File: config.mk
export PLATFORM = sky130hd
export DESIGN_NAME = sdcsd_top
export DESIGN_NICKNAME = d
export VERILOG_FILES = /design/src/sdcsd_pkg.sv /design/src/sdcsd_bank.sv /design/src/sdcsd_top.sv
export SDC_FILE = /design/constraint.sdc
export NUM_CORES = 1
export LEC_CHECK = 0
export BUFFER_PORTS_ARGS = -buffer_cell sky130_fd_sc_hd__buf_2
export CAP_MARGIN = 0
export CORE_UTILIZATION = 32
export DETAILED_ROUTE_END_ITERATION = 16
export PLACE_DENSITY = 0.51
export SYNTH_ARGS = -nofsm -noshare
export SYNTH_HDL_FRONTEND = slang
export SYNTH_SLANG_ARGS = --single-unit
File: constraint.sdc
create_clock -name sys_clk -period 3.4 [get_ports sys_clk]
set_input_delay 0.34 -clock sys_clk [delete_from_list [all_inputs] [get_ports sys_clk]]
set_output_delay 0.34 -clock sys_clk [all_outputs]
set_load 0.03 [all_outputs]
File: src/sdcsd_pkg.sv
// Constants and types for the two-bank DRAM command decoder.
// Assumes a single 40 MHz clock; used by sdcsd_top and sdcsd_bank.
`default_nettype none
package sdcsd_pkg;

  // Clock period and the row cycle wait after self-refresh exit
  localparam int unsigned CLK_PERIOD_NS      = 25;
  localparam int unsigned ROW_CYCLE_TIME_NS  = 70;
  localparam int unsigned ROW_CYCLE_CYC      =
    (ROW_CYCLE_TIME_NS + CLK_PERIOD_NS - 1) / CLK_PERIOD_NS;
  localparam int unsigned RC_CNT_W           = 4;

  // Address field positions
  localparam int unsigned ADDR_W             = 12;
  localparam int unsigned BANK_BIT           = 11;
  localparam int unsigned AUTO_BIT           = 10;
  localparam int unsigned ROW_W              = 11;
  localparam int unsigned COL_W              = 8;

  // Command codes as {cs_n, ras_n, cas_n, we_n}
  localparam logic [3:0] CODE_NOP            = 4'h7;
  localparam logic [3:0] CODE_BURST_STOP     = 4'h6;
  localparam logic [3:0] CODE_READ           = 4'h5;
  localparam logic [3:0] CODE_WRITE          = 4'h4;
  localparam logic [3:0] CODE_ROW_OPEN       = 4'h3;
  localparam logic [3:0] CODE_BANK_CLOSE     = 4'h2;
  localparam logic [3:0] CODE_RECHARGE       = 4'h1;
  localparam logic [3:0] CODE_CONFIG_LOAD    = 4'h0;

  // Decoded command
  typedef enum logic [3:0] {
    CMD_DESELECT, CMD_NOP, CMD_BURST_STOP, CMD_READ, CMD_WRITE,
    CMD_ROW_OPEN, CMD_BANK_CLOSE, CMD_RECHARGE, CMD_CONFIG_LOAD
  } sdcsd_cmd_e;

  // Per-bank state
  typedef enum logic [2:0] {
    BANK_IDLE, BANK_ACTIVE, BANK_READ, BANK_WRITE,
    BANK_READ_CLOSE, BANK_WRITE_CLOSE
  } sdcsd_bank_e;

  // Device power state
  typedef enum logic [2:0] {
    PWR_NORMAL, PWR_SELF_REFRESH, PWR_SR_RECOVERY, PWR_POWER_DOWN, PWR_SUSPEND
  } sdcsd_pwr_e;

endpackage
`default_nettype wire

File: src/sdcsd_bank.sv
// Next-state logic of one bank for a decoded command.
// Assumes the command is only applied while the device is in normal operation.
`default_nettype none
module sdcsd_bank (
  // Command
  input  wire logic                 cmd_valid,
  input  var  sdcsd_pkg::sdcsd_cmd_e cmd,
  input  wire logic                 this_bank,
  input  wire logic                 auto_close,
  // State
  input  var  sdcsd_pkg::sdcsd_bank_e cur,
  output var  sdcsd_pkg::sdcsd_bank_e nxt
);

  ////////////////////////////////////////////////////////////////////////////
  // Transition table; a read or write for the other bank ends any burst here
  always_comb begin
    nxt = cur;
    if (cmd_valid) begin
      unique case (cmd)
        sdcsd_pkg::CMD_BURST_STOP: begin
          if (cur != sdcsd_pkg::BANK_IDLE)
            nxt = sdcsd_pkg::BANK_ACTIVE;
        end
        sdcsd_pkg::CMD_READ: begin
          if (this_bank)
            nxt = auto_close ? sdcsd_pkg::BANK_READ_CLOSE : sdcsd_pkg::BANK_READ;
          else if (cur != sdcsd_pkg::BANK_IDLE)
            nxt = sdcsd_pkg::BANK_ACTIVE;
        end
        sdcsd_pkg::CMD_WRITE: begin
          if (this_bank)
            nxt = auto_close ? sdcsd_pkg::BANK_WRITE_CLOSE : sdcsd_pkg::BANK_WRITE;
          else if (cur != sdcsd_pkg::BANK_IDLE)
            nxt = sdcsd_pkg::BANK_ACTIVE;
        end
        sdcsd_pkg::CMD_ROW_OPEN: begin
          if (this_bank && cur == sdcsd_pkg::BANK_IDLE)
            nxt = sdcsd_pkg::BANK_ACTIVE;
        end
        sdcsd_pkg::CMD_BANK_CLOSE: begin
          if (auto_close || this_bank)
            nxt = sdcsd_pkg::BANK_IDLE;
        end
        sdcsd_pkg::CMD_RECHARGE, sdcsd_pkg::CMD_CONFIG_LOAD: begin
          nxt = sdcsd_pkg::BANK_IDLE;
        end
        default: nxt = cur;
      endcase
    end
  end

endmodule
`default_nettype wire

File: src/sdcsd_top.sv
// Command decoder and bank/power state of a two-bank synchronous DRAM.
// Assumes a controller on the same clock; pins still pass two flip-flops.
`default_nettype none
module sdcsd_top (
  // Clock and reset
  input  wire logic                       sys_clk,
  input  wire logic                       rst_n,
  // Command pins from the controller
  input  wire logic                       cke,
  input  wire logic                       cs_n,
  input  wire logic                       ras_n,
  input  wire logic                       cas_n,
  input  wire logic                       we_n,
  input  wire logic [sdcsd_pkg::ADDR_W-1:0] addr,
  // Decoded state
  output logic [2:0]                      bank0_state,
  output logic [2:0]                      bank1_state,
  output logic [2:0]                      power_state,
  output logic                            internal_clk_en,
  output logic [3:0]                      cmd_code,
  output logic                            cmd_strobe,
  output logic                            illegal_cmd,
  output logic                            self_refresh_run,
  output logic [sdcsd_pkg::ROW_W-1:0]     row_addr,
  output logic [sdcsd_pkg::COL_W-1:0]     col_addr,
  output logic                            config_strobe,
  output logic [sdcsd_pkg::ADDR_W-1:0]    config_word
);

  ////////////////////////////////////////////////////////////////////////////
  // State
  typedef struct packed {
    logic [1:0]                     cke_sync;
    logic [1:0]                     cs_sync;
    logic [1:0]                     ras_sync;
    logic [1:0]                     cas_sync;
    logic [1:0]                     we_sync;
    logic [sdcsd_pkg::ADDR_W-1:0]   addr_s1;
    logic [sdcsd_pkg::ADDR_W-1:0]   addr_s2;
    logic                           cke_prev;
    sdcsd_pkg::sdcsd_pwr_e          pwr;
    sdcsd_pkg::sdcsd_bank_e         bank0;
    sdcsd_pkg::sdcsd_bank_e         bank1;
    logic [sdcsd_pkg::RC_CNT_W-1:0] rc_cnt;
    logic [3:0]                     cmd_code;
    logic                           cmd_strobe;
    logic                           illegal;
    logic [sdcsd_pkg::ROW_W-1:0]    row_addr;
    logic [sdcsd_pkg::COL_W-1:0]    col_addr;
    logic                           cfg_strobe;
    logic [sdcsd_pkg::ADDR_W-1:0]   cfg_word;
    logic                           sr_run;
  } sdcsd_state_s;

  sdcsd_state_s           st_q;
  sdcsd_state_s           st_d;
  logic [1:0]             rst_sync_q;
  logic                   rst_sync_n;
  logic                   cke_now;
  logic                   cke_was;
  logic [3:0]             code;
  sdcsd_pkg::sdcsd_cmd_e  cmd;
  logic                   both_idle;
  logic                   cmd_live;
  sdcsd_pkg::sdcsd_bank_e nxt0;
  sdcsd_pkg::sdcsd_bank_e nxt1;

  ////////////////////////////////////////////////////////////////////////////
  // Reset release through two flops; kept out of the state struct because
  // it runs on the raw pin reset and the struct register runs on its output
  always_ff @(posedge sys_clk or negedge rst_n) begin
    if (!rst_n)
      rst_sync_q <= 2'h0;
    else
      rst_sync_q <= {rst_sync_q[0], 1'b1};
  end
  assign rst_sync_n = rst_sync_q[1];

  // Pin view after two flops; cke_prev holds the sample of the edge before
  assign cke_now = st_q.cke_sync[1];
  assign cke_was = st_q.cke_prev;
  assign code    = {st_q.cs_sync[1], st_q.ras_sync[1], st_q.cas_sync[1], st_q.we_sync[1]};

  // Command decode; chip select high is deselect whatever the rest shows
  always_comb begin
    cmd = sdcsd_pkg::CMD_DESELECT;
    if (!code[3]) begin
      unique case (code)
        sdcsd_pkg::CODE_NOP:         cmd = sdcsd_pkg::CMD_NOP;
        sdcsd_pkg::CODE_BURST_STOP:  cmd = sdcsd_pkg::CMD_BURST_STOP;
        sdcsd_pkg::CODE_READ:        cmd = sdcsd_pkg::CMD_READ;
        sdcsd_pkg::CODE_WRITE:       cmd = sdcsd_pkg::CMD_WRITE;
        sdcsd_pkg::CODE_ROW_OPEN:    cmd = sdcsd_pkg::CMD_ROW_OPEN;
        sdcsd_pkg::CODE_BANK_CLOSE:  cmd = sdcsd_pkg::CMD_BANK_CLOSE;
        sdcsd_pkg::CODE_RECHARGE:    cmd = sdcsd_pkg::CMD_RECHARGE;
        default:                     cmd = sdcsd_pkg::CMD_CONFIG_LOAD;
      endcase
    end
  end

  assign both_idle = (st_q.bank0 == sdcsd_pkg::BANK_IDLE) &&
                     (st_q.bank1 == sdcsd_pkg::BANK_IDLE);
  // Banks move only in normal operation with enable high on both samples
  assign cmd_live  = (st_q.pwr == sdcsd_pkg::PWR_NORMAL) && cke_was && cke_now;

  ////////////////////////////////////////////////////////////////////////////
  // Bank next-state, one instance per bank
  sdcsd_bank u_bank0 (
    .cmd_valid  (cmd_live),
    .cmd        (cmd),
    .this_bank  (!st_q.addr_s2[sdcsd_pkg::BANK_BIT]),
    .auto_close (st_q.addr_s2[sdcsd_pkg::AUTO_BIT]),
    .cur        (st_q.bank0),
    .nxt        (nxt0)
  );

  sdcsd_bank u_bank1 (
    .cmd_valid  (cmd_live),
    .cmd        (cmd),
    .this_bank  (st_q.addr_s2[sdcsd_pkg::BANK_BIT]),
    .auto_close (st_q.addr_s2[sdcsd_pkg::AUTO_BIT]),
    .cur        (st_q.bank1),
    .nxt        (nxt1)
  );

  ////////////////////////////////////////////////////////////////////////////
  // Next state of everything
  always_comb begin
    st_d            = st_q;
    st_d.cke_sync   = {st_q.cke_sync[0], cke};
    st_d.cs_sync    = {st_q.cs_sync[0], cs_n};
    st_d.ras_sync   = {st_q.ras_sync[0], ras_n};
    st_d.cas_sync   = {st_q.cas_sync[0], cas_n};
    st_d.we_sync    = {st_q.we_sync[0], we_n};
    st_d.addr_s1    = addr;
    st_d.addr_s2    = st_q.addr_s1;
    st_d.cke_prev   = cke_now;
    st_d.cmd_strobe = 1'b0;
    st_d.cfg_strobe = 1'b0;
    st_d.illegal    = 1'b0;
    st_d.bank0      = nxt0;
    st_d.bank1      = nxt1;
    if (cmd_live) begin
      st_d.cmd_code   = code;
      st_d.cmd_strobe = (cmd != sdcsd_pkg::CMD_DESELECT);
    end
    // Address capture for row open, column and config load commands
    if (cmd_live && cmd == sdcsd_pkg::CMD_ROW_OPEN)
      st_d.row_addr = st_q.addr_s2[sdcsd_pkg::ROW_W-1:0];
    if (cmd_live && (cmd == sdcsd_pkg::CMD_READ || cmd == sdcsd_pkg::CMD_WRITE))
      st_d.col_addr = st_q.addr_s2[sdcsd_pkg::COL_W-1:0];
    if (cmd_live && cmd == sdcsd_pkg::CMD_CONFIG_LOAD && both_idle) begin
      st_d.cfg_strobe = 1'b1;
      st_d.cfg_word   = st_q.addr_s2;
    end
    // Power state machine
    unique case (st_q.pwr)
      sdcsd_pkg::PWR_NORMAL: begin
        if (cke_was && !cke_now) begin
          if (both_idle && cmd == sdcsd_pkg::CMD_RECHARGE) begin
            st_d.pwr   = sdcsd_pkg::PWR_SELF_REFRESH;
            st_d.bank0 = sdcsd_pkg::BANK_IDLE;
            st_d.bank1 = sdcsd_pkg::BANK_IDLE;
          end else if (!both_idle) begin
            st_d.pwr = sdcsd_pkg::PWR_SUSPEND;
          end
        end else if (!cke_was && both_idle) begin
          st_d.pwr = sdcsd_pkg::PWR_POWER_DOWN;
        end else if (!cke_was) begin
          st_d.pwr = sdcsd_pkg::PWR_SUSPEND;
        end
      end
      sdcsd_pkg::PWR_SELF_REFRESH: begin
        // Only the enable pin decides the exit; the command only sets the illegal flag
        if (!cke_was && cke_now) begin
          st_d.pwr     = sdcsd_pkg::PWR_SR_RECOVERY;
          st_d.rc_cnt  = sdcsd_pkg::RC_CNT_W'(sdcsd_pkg::ROW_CYCLE_CYC);
          st_d.illegal = (cmd != sdcsd_pkg::CMD_DESELECT) && (cmd != sdcsd_pkg::CMD_NOP);
        end
      end
      sdcsd_pkg::PWR_SR_RECOVERY: begin
        if (cke_was && !cke_now && (cmd == sdcsd_pkg::CMD_DESELECT || cmd == sdcsd_pkg::CMD_NOP))
          st_d.pwr = sdcsd_pkg::PWR_POWER_DOWN;
        else if (cke_was && cke_now) begin
          st_d.illegal = (cmd != sdcsd_pkg::CMD_DESELECT) && (cmd != sdcsd_pkg::CMD_NOP);
          if (st_q.rc_cnt <= 4'h1)
            st_d.pwr = sdcsd_pkg::PWR_NORMAL;
          else
            st_d.rc_cnt = st_q.rc_cnt - 4'h1;
        end
      end
      sdcsd_pkg::PWR_POWER_DOWN: begin
        if (cke_now)
          st_d.pwr = sdcsd_pkg::PWR_NORMAL;
      end
      sdcsd_pkg::PWR_SUSPEND: begin
        if (cke_now)
          st_d.pwr = sdcsd_pkg::PWR_NORMAL;
      end
    endcase
    // Registered so the self-refresh flag leaves the block from a flop
    st_d.sr_run = (st_d.pwr == sdcsd_pkg::PWR_SELF_REFRESH);
  end

  ////////////////////////////////////////////////////////////////////////////
  // State register on the synchronised reset
  always_ff @(posedge sys_clk or negedge rst_sync_n) begin
    if (!rst_sync_n) begin
      st_q.cke_sync   <= 2'h0;
      st_q.cs_sync    <= 2'h3;
      st_q.ras_sync   <= 2'h3;
      st_q.cas_sync   <= 2'h3;
      st_q.we_sync    <= 2'h3;
      st_q.addr_s1    <= 12'h000;
      st_q.addr_s2    <= 12'h000;
      st_q.cke_prev   <= 1'b0;
      st_q.pwr        <= sdcsd_pkg::PWR_NORMAL;
      st_q.bank0      <= sdcsd_pkg::BANK_IDLE;
      st_q.bank1      <= sdcsd_pkg::BANK_IDLE;
      st_q.rc_cnt     <= 4'h0;
      st_q.cmd_code   <= 4'hf;
      st_q.cmd_strobe <= 1'b0;
      st_q.illegal    <= 1'b0;
      st_q.row_addr   <= 11'h000;
      st_q.col_addr   <= 8'h00;
      st_q.cfg_strobe <= 1'b0;
      st_q.cfg_word   <= 12'h000;
      st_q.sr_run     <= 1'b0;
    end else begin
      st_q.cke_sync   <= st_d.cke_sync;
      st_q.cs_sync    <= st_d.cs_sync;
      st_q.ras_sync   <= st_d.ras_sync;
      st_q.cas_sync   <= st_d.cas_sync;
      st_q.we_sync    <= st_d.we_sync;
      st_q.addr_s1    <= st_d.addr_s1;
      st_q.addr_s2    <= st_d.addr_s2;
      st_q.cke_prev   <= st_d.cke_prev;
      st_q.pwr        <= st_d.pwr;
      st_q.bank0      <= st_d.bank0;
      st_q.bank1      <= st_d.bank1;
      st_q.rc_cnt     <= st_d.rc_cnt;
      st_q.cmd_code   <= st_d.cmd_code;
      st_q.cmd_strobe <= st_d.cmd_strobe;
      st_q.illegal    <= st_d.illegal;
      st_q.row_addr   <= st_d.row_addr;
      st_q.col_addr   <= st_d.col_addr;
      st_q.cfg_strobe <= st_d.cfg_strobe;
      st_q.cfg_word   <= st_d.cfg_word;
      st_q.sr_run     <= st_d.sr_run;
    end
  end

  ////////////////////////////////////////////////////////////////////////////
  // Outputs straight from flops
  assign bank0_state      = st_q.bank0;
  assign bank1_state      = st_q.bank1;
  assign power_state      = st_q.pwr;
  assign internal_clk_en  = st_q.cke_prev;
  assign cmd_code         = st_q.cmd_code;
  assign cmd_strobe       = st_q.cmd_strobe;
  assign illegal_cmd      = st_q.illegal;
  assign self_refresh_run = st_q.sr_run;
  assign row_addr         = st_q.row_addr;
  assign col_addr         = st_q.col_addr;
  assign config_strobe    = st_q.cfg_strobe;
  assign config_word      = st_q.cfg_word;

  ////////////////////////////////////////////////////////////////////////////
  // Checks
  a_self_refresh_hold: assert property (@(posedge sys_clk) disable iff (!rst_sync_n)
    st_q.pwr == sdcsd_pkg::PWR_SELF_REFRESH && !cke_now
    |=> st_q.pwr == sdcsd_pkg::PWR_SELF_REFRESH)
    else $error("self-refresh left with enable low");
  a_power_down_exit: assert property (@(posedge sys_clk) disable iff (!rst_sync_n)
    st_q.pwr == sdcsd_pkg::PWR_POWER_DOWN && cke_now |=> st_q.pwr == sdcsd_pkg::PWR_NORMAL)
    else $error("power-down not left on enable high");
  a_suspend_exit: assert property (@(posedge sys_clk) disable iff (!rst_sync_n)
    st_q.pwr == sdcsd_pkg::PWR_SUSPEND && cke_now |=> st_q.pwr == sdcsd_pkg::PWR_NORMAL)
    else $error("suspend not ended");
  a_suspend_entry: assert property (@(posedge sys_clk) disable iff (!rst_sync_n)
    st_q.pwr == sdcsd_pkg::PWR_NORMAL && cke_was && !cke_now && !both_idle
    |=> st_q.pwr == sdcsd_pkg::PWR_SUSPEND)
    else $error("suspend not entered");
  a_self_refresh_entry: assert property (@(posedge sys_clk) disable iff (!rst_sync_n)
    st_q.pwr == sdcsd_pkg::PWR_NORMAL && cke_was && !cke_now && both_idle &&
    cmd == sdcsd_pkg::CMD_RECHARGE |=> self_refresh_run)
    else $error("self-refresh not entered");
  a_recovery_length: assert property (@(posedge sys_clk) disable iff (!rst_sync_n)
    $rose(st_q.pwr == sdcsd_pkg::PWR_SR_RECOVERY) && cke_now
    |-> ##[1:3] st_q.pwr != sdcsd_pkg::PWR_SR_RECOVERY)
    else $error("recovery too long");
  a_close_all: assert property (@(posedge sys_clk) disable iff (!rst_sync_n)
    cmd_live && cmd == sdcsd_pkg::CMD_BANK_CLOSE && st_q.addr_s2[sdcsd_pkg::AUTO_BIT]
    |=> both_idle)
    else $error("close-all left a bank open");
  a_read_auto: assert property (@(posedge sys_clk) disable iff (!rst_sync_n)
    cmd_live && cmd == sdcsd_pkg::CMD_READ && st_q.addr_s2[sdcsd_pkg::AUTO_BIT] &&
    st_q.addr_s2[sdcsd_pkg::BANK_BIT] |=> st_q.bank1 == sdcsd_pkg::BANK_READ_CLOSE)
    else $error("read auto-close not set");

endmodule
`default_nettype wire

==> impl_metrics.ini <==
[outcome]
status = finished clean

[logic_synthesis]
seq_area_frac_synth_pct = 60.4
yosys.area_share.xor_xnor_pct = 0.472
synth.avg_cell_area_sq_um = 12.5
synth-compound-area-share_pct = 7.11
yosys_warnings = 0
synth_edf_count = 0
yosysUniqueCellTypes = 44
yosys-mux-area-fraction_pct = 8.50
synth.top_cell.area_share_pct = 51.9
synth_area_sq_um = 3710
synthesis.nets = 318
synth_top_family_by_area = simple AND/OR/NAND/NOR gates
yosys_register_bits = 89
synthAdderAreaFrac_pct = 0.674
synthTopCellsByArea = dfrtp_1 52%, buf_4 9.1%, dfstp_2 8.5%
synth_simple_gate_area_share_pct = 11.4
synthFlopType = dfrtp_1
synth_area_leader_cell = dfrtp_1
synthArstFlopShare_pct = 100
synth_cells = 297

[worst_setup_path]
cp_data_required_time_ns = 3.61
cp-end-kind = flip-flop
path_class = flip-flop to flip-flop
crit_path_start_kind = flip-flop
cp_max_fo = 14
crit_arrival_ns = 2.67

[pwr]
p_clk_share_pct = 28.0
p_switching_mw = 1.22
power_frac_seq_pct = 43.1
internal-power_mw = 2.14
ir_worst_vdd_v = 0.000277
p_leak_nw = 2.08
power_frac_comb_pct = 28.9
switching_share_pct = 36.4
powerDensity_nw_per_um2 = 811
p_total_mw = 3.36

[clock_tree]
htreeDepth = 3
clk_latency_ns = 0.33
hold_buffers = 1
cts_resized = 0
clkTransAtPathRegs_ns = 0.07
cts_tree = yes
cts_root_buf = clkbuf_16
postCtsSetupBuffers = 0
cts_buffers = 9
cts_buffer_depth = 2
cts_sinks = 89

[layout]
fin_nets = 345
drive_gt1_share_pct = 34.3
num_antenna_cells = 0
instances_no_fill = 469
mostFrequentLayoutCell = dfrtp_1
final_core_util_pct = 37.4
syn_to_final_growth_pct = 11.7
final_cell_mix = 76 x dfrtp_1, 67 x buf_2, 34 x nand2_1, 22 x mux2_1
fillers = 1100
stdcell_area_sq_um = 4150

[routing]
drt-wirelength-per-cell_microns = 14.8
drt_iter0_drc = 104
viasPerCell = 4.52
wl_microns = 6960
ant_nets = 0
firstDrtPassIters = 4
route.detailed.drc = 0
via_count = 2119

[global_route]
grt.total_usage_pct = 12.8
first_global_vias = 2210
grt_max_degree = 42
antenna_found_initial = 0
grt_pass1_wl_microns = 11500
gr-total-overflow = 0

[sta]
fmax_ghz = 0.406
fin_worst_skew_ns = 0.0113
finalCritPeriodShare_pct = 72.4
timing.hold.ws_ns = 0.108
finalSetupViolations = 0
slew_viol_final = 0
final.setup.tns_ns = 0
worst_slew_pin_slew_ns = 0.705
min_period_ns = 2.46
hold_viol_final = 0
finalWorstSetupSlack_ns = 0.939
rsz0062_at_grt = false
relSlewSlack_pct = 52.8

[placed_design]
dpl_cell_area_sq_um = 3850
place_congestion = 0.754
dp_hpwl_microns = 4900
dpl.cell_count = 452
io_buffers = 67
dp_slack_ns = 0.882

[die]
row_count = 38
initial_utilization_pct = 33.5
dieArea_sq_um = 12000
die_w_microns = 110
coreArea_sq_um = 11100
ios = 68
die_h_microns = 110

[run]
max_cap_viol_count = 0

[worst_hold_path]
min_path_type = primary input to flip-flop
[power by group through the flow]
| stage | Clock (mW) | Combinational, mW | Sequential (mW) |
|---|---|---|---|
| 6_report | 0.942 | 0.971 | 1.45 |
| 5_1_grt | 1.02 | 1.05 | 1.49 |
| 4_1_cts | 0.973 | 0.987 | 1.46 |
| 3_5_place_dp | 0 | 0.981 | 1.48 |
| 3_3_place_gp | 0 | 0.972 | 1.47 |
| 2_1_floorplan | 0 | 0.980 | 1.42 |
[cells by family (layout without fill, tap and decap cells)]
group                    Yosys count  count (layout)
flip-flops                        89              89
XOR/XNOR                           2               2
multiplexers                      28              28
AO/OA/AOI/OAI                     39              39
AND/OR/NAND/NOR                   76              76
other                              1               1
buffers and inverters             60              92
adder cells (fa/ha/maj)            2               2
[state kept, by name, indices dropped and copies added, names as in the netlist, 4 cells and up]
register / cells
config_word: 12
row_addr: 11
code: 4
cmd_code: 4
st_d: 17
st_q: 16
col_addr: 8
[critical path, cell delays in order, from the launching register on]
cell       delay (ns)
dfrtp_1          0.51
nand2b_4         0.21
or3_1            0.53
nor2_4           0.20
nand4bb_2        0.42
mux2_1           0.47
[metal layers]
layer | share of wire [%] | GRT usage [%] | wire length (microns)
met2 | 46 | 19.1 | 3210
met4 | 1.1 | 4.67 | 78
met1 | 47 | 17.6 | 3290
met3 | 5.5 | 3.68 | 381
met5 | 0 | 0 | 0
[path summary, 6_finish.rpt]
check                                    start              to  slack, ns  cells past startpoint
worst max register to register  power_state[2]  config_word[2]       0.94                      5
worst min-delay path                     cas_n        st_d[80]       0.11                      1
worst min register to register   rst_sync_q[1]        st_d[86]       0.32                      0
max in group asynchronous        rst_sync_q[1]        st_q[56]       2.31                      1
worst max-delay path            power_state[2]  config_word[2]       0.94                      5
min in group asynchronous        rst_sync_q[1]        st_d[86]       0.32                      0
[synth_stat cells (all sizes together), types with 3 or more instances]
cell and instances:
a21oi 12, a221oi 3, a22o 3, buf 50, clkbuf 6, dfrtp 77
dfstp 12, inv 4, mux2 28, nand2 34, nand2b 4, nor2 10
nor2b 6, nor3 7, nor3b 3, o211ai 5, o21ai 6
[area by class of cell]
type	count	area (sq um)	area share [%]
clock inverters	6	55.1	1.33
repair buffers	72	375	9.06
well taps	140	175	4.23
flip-flops and latches	89	2250	54.2
clock buffers	10	229	5.52
multi-input cells	148	1050	25.3
inverters	4	15.0	0.362
Note: power is estimated with default switching activity, not from simulation.
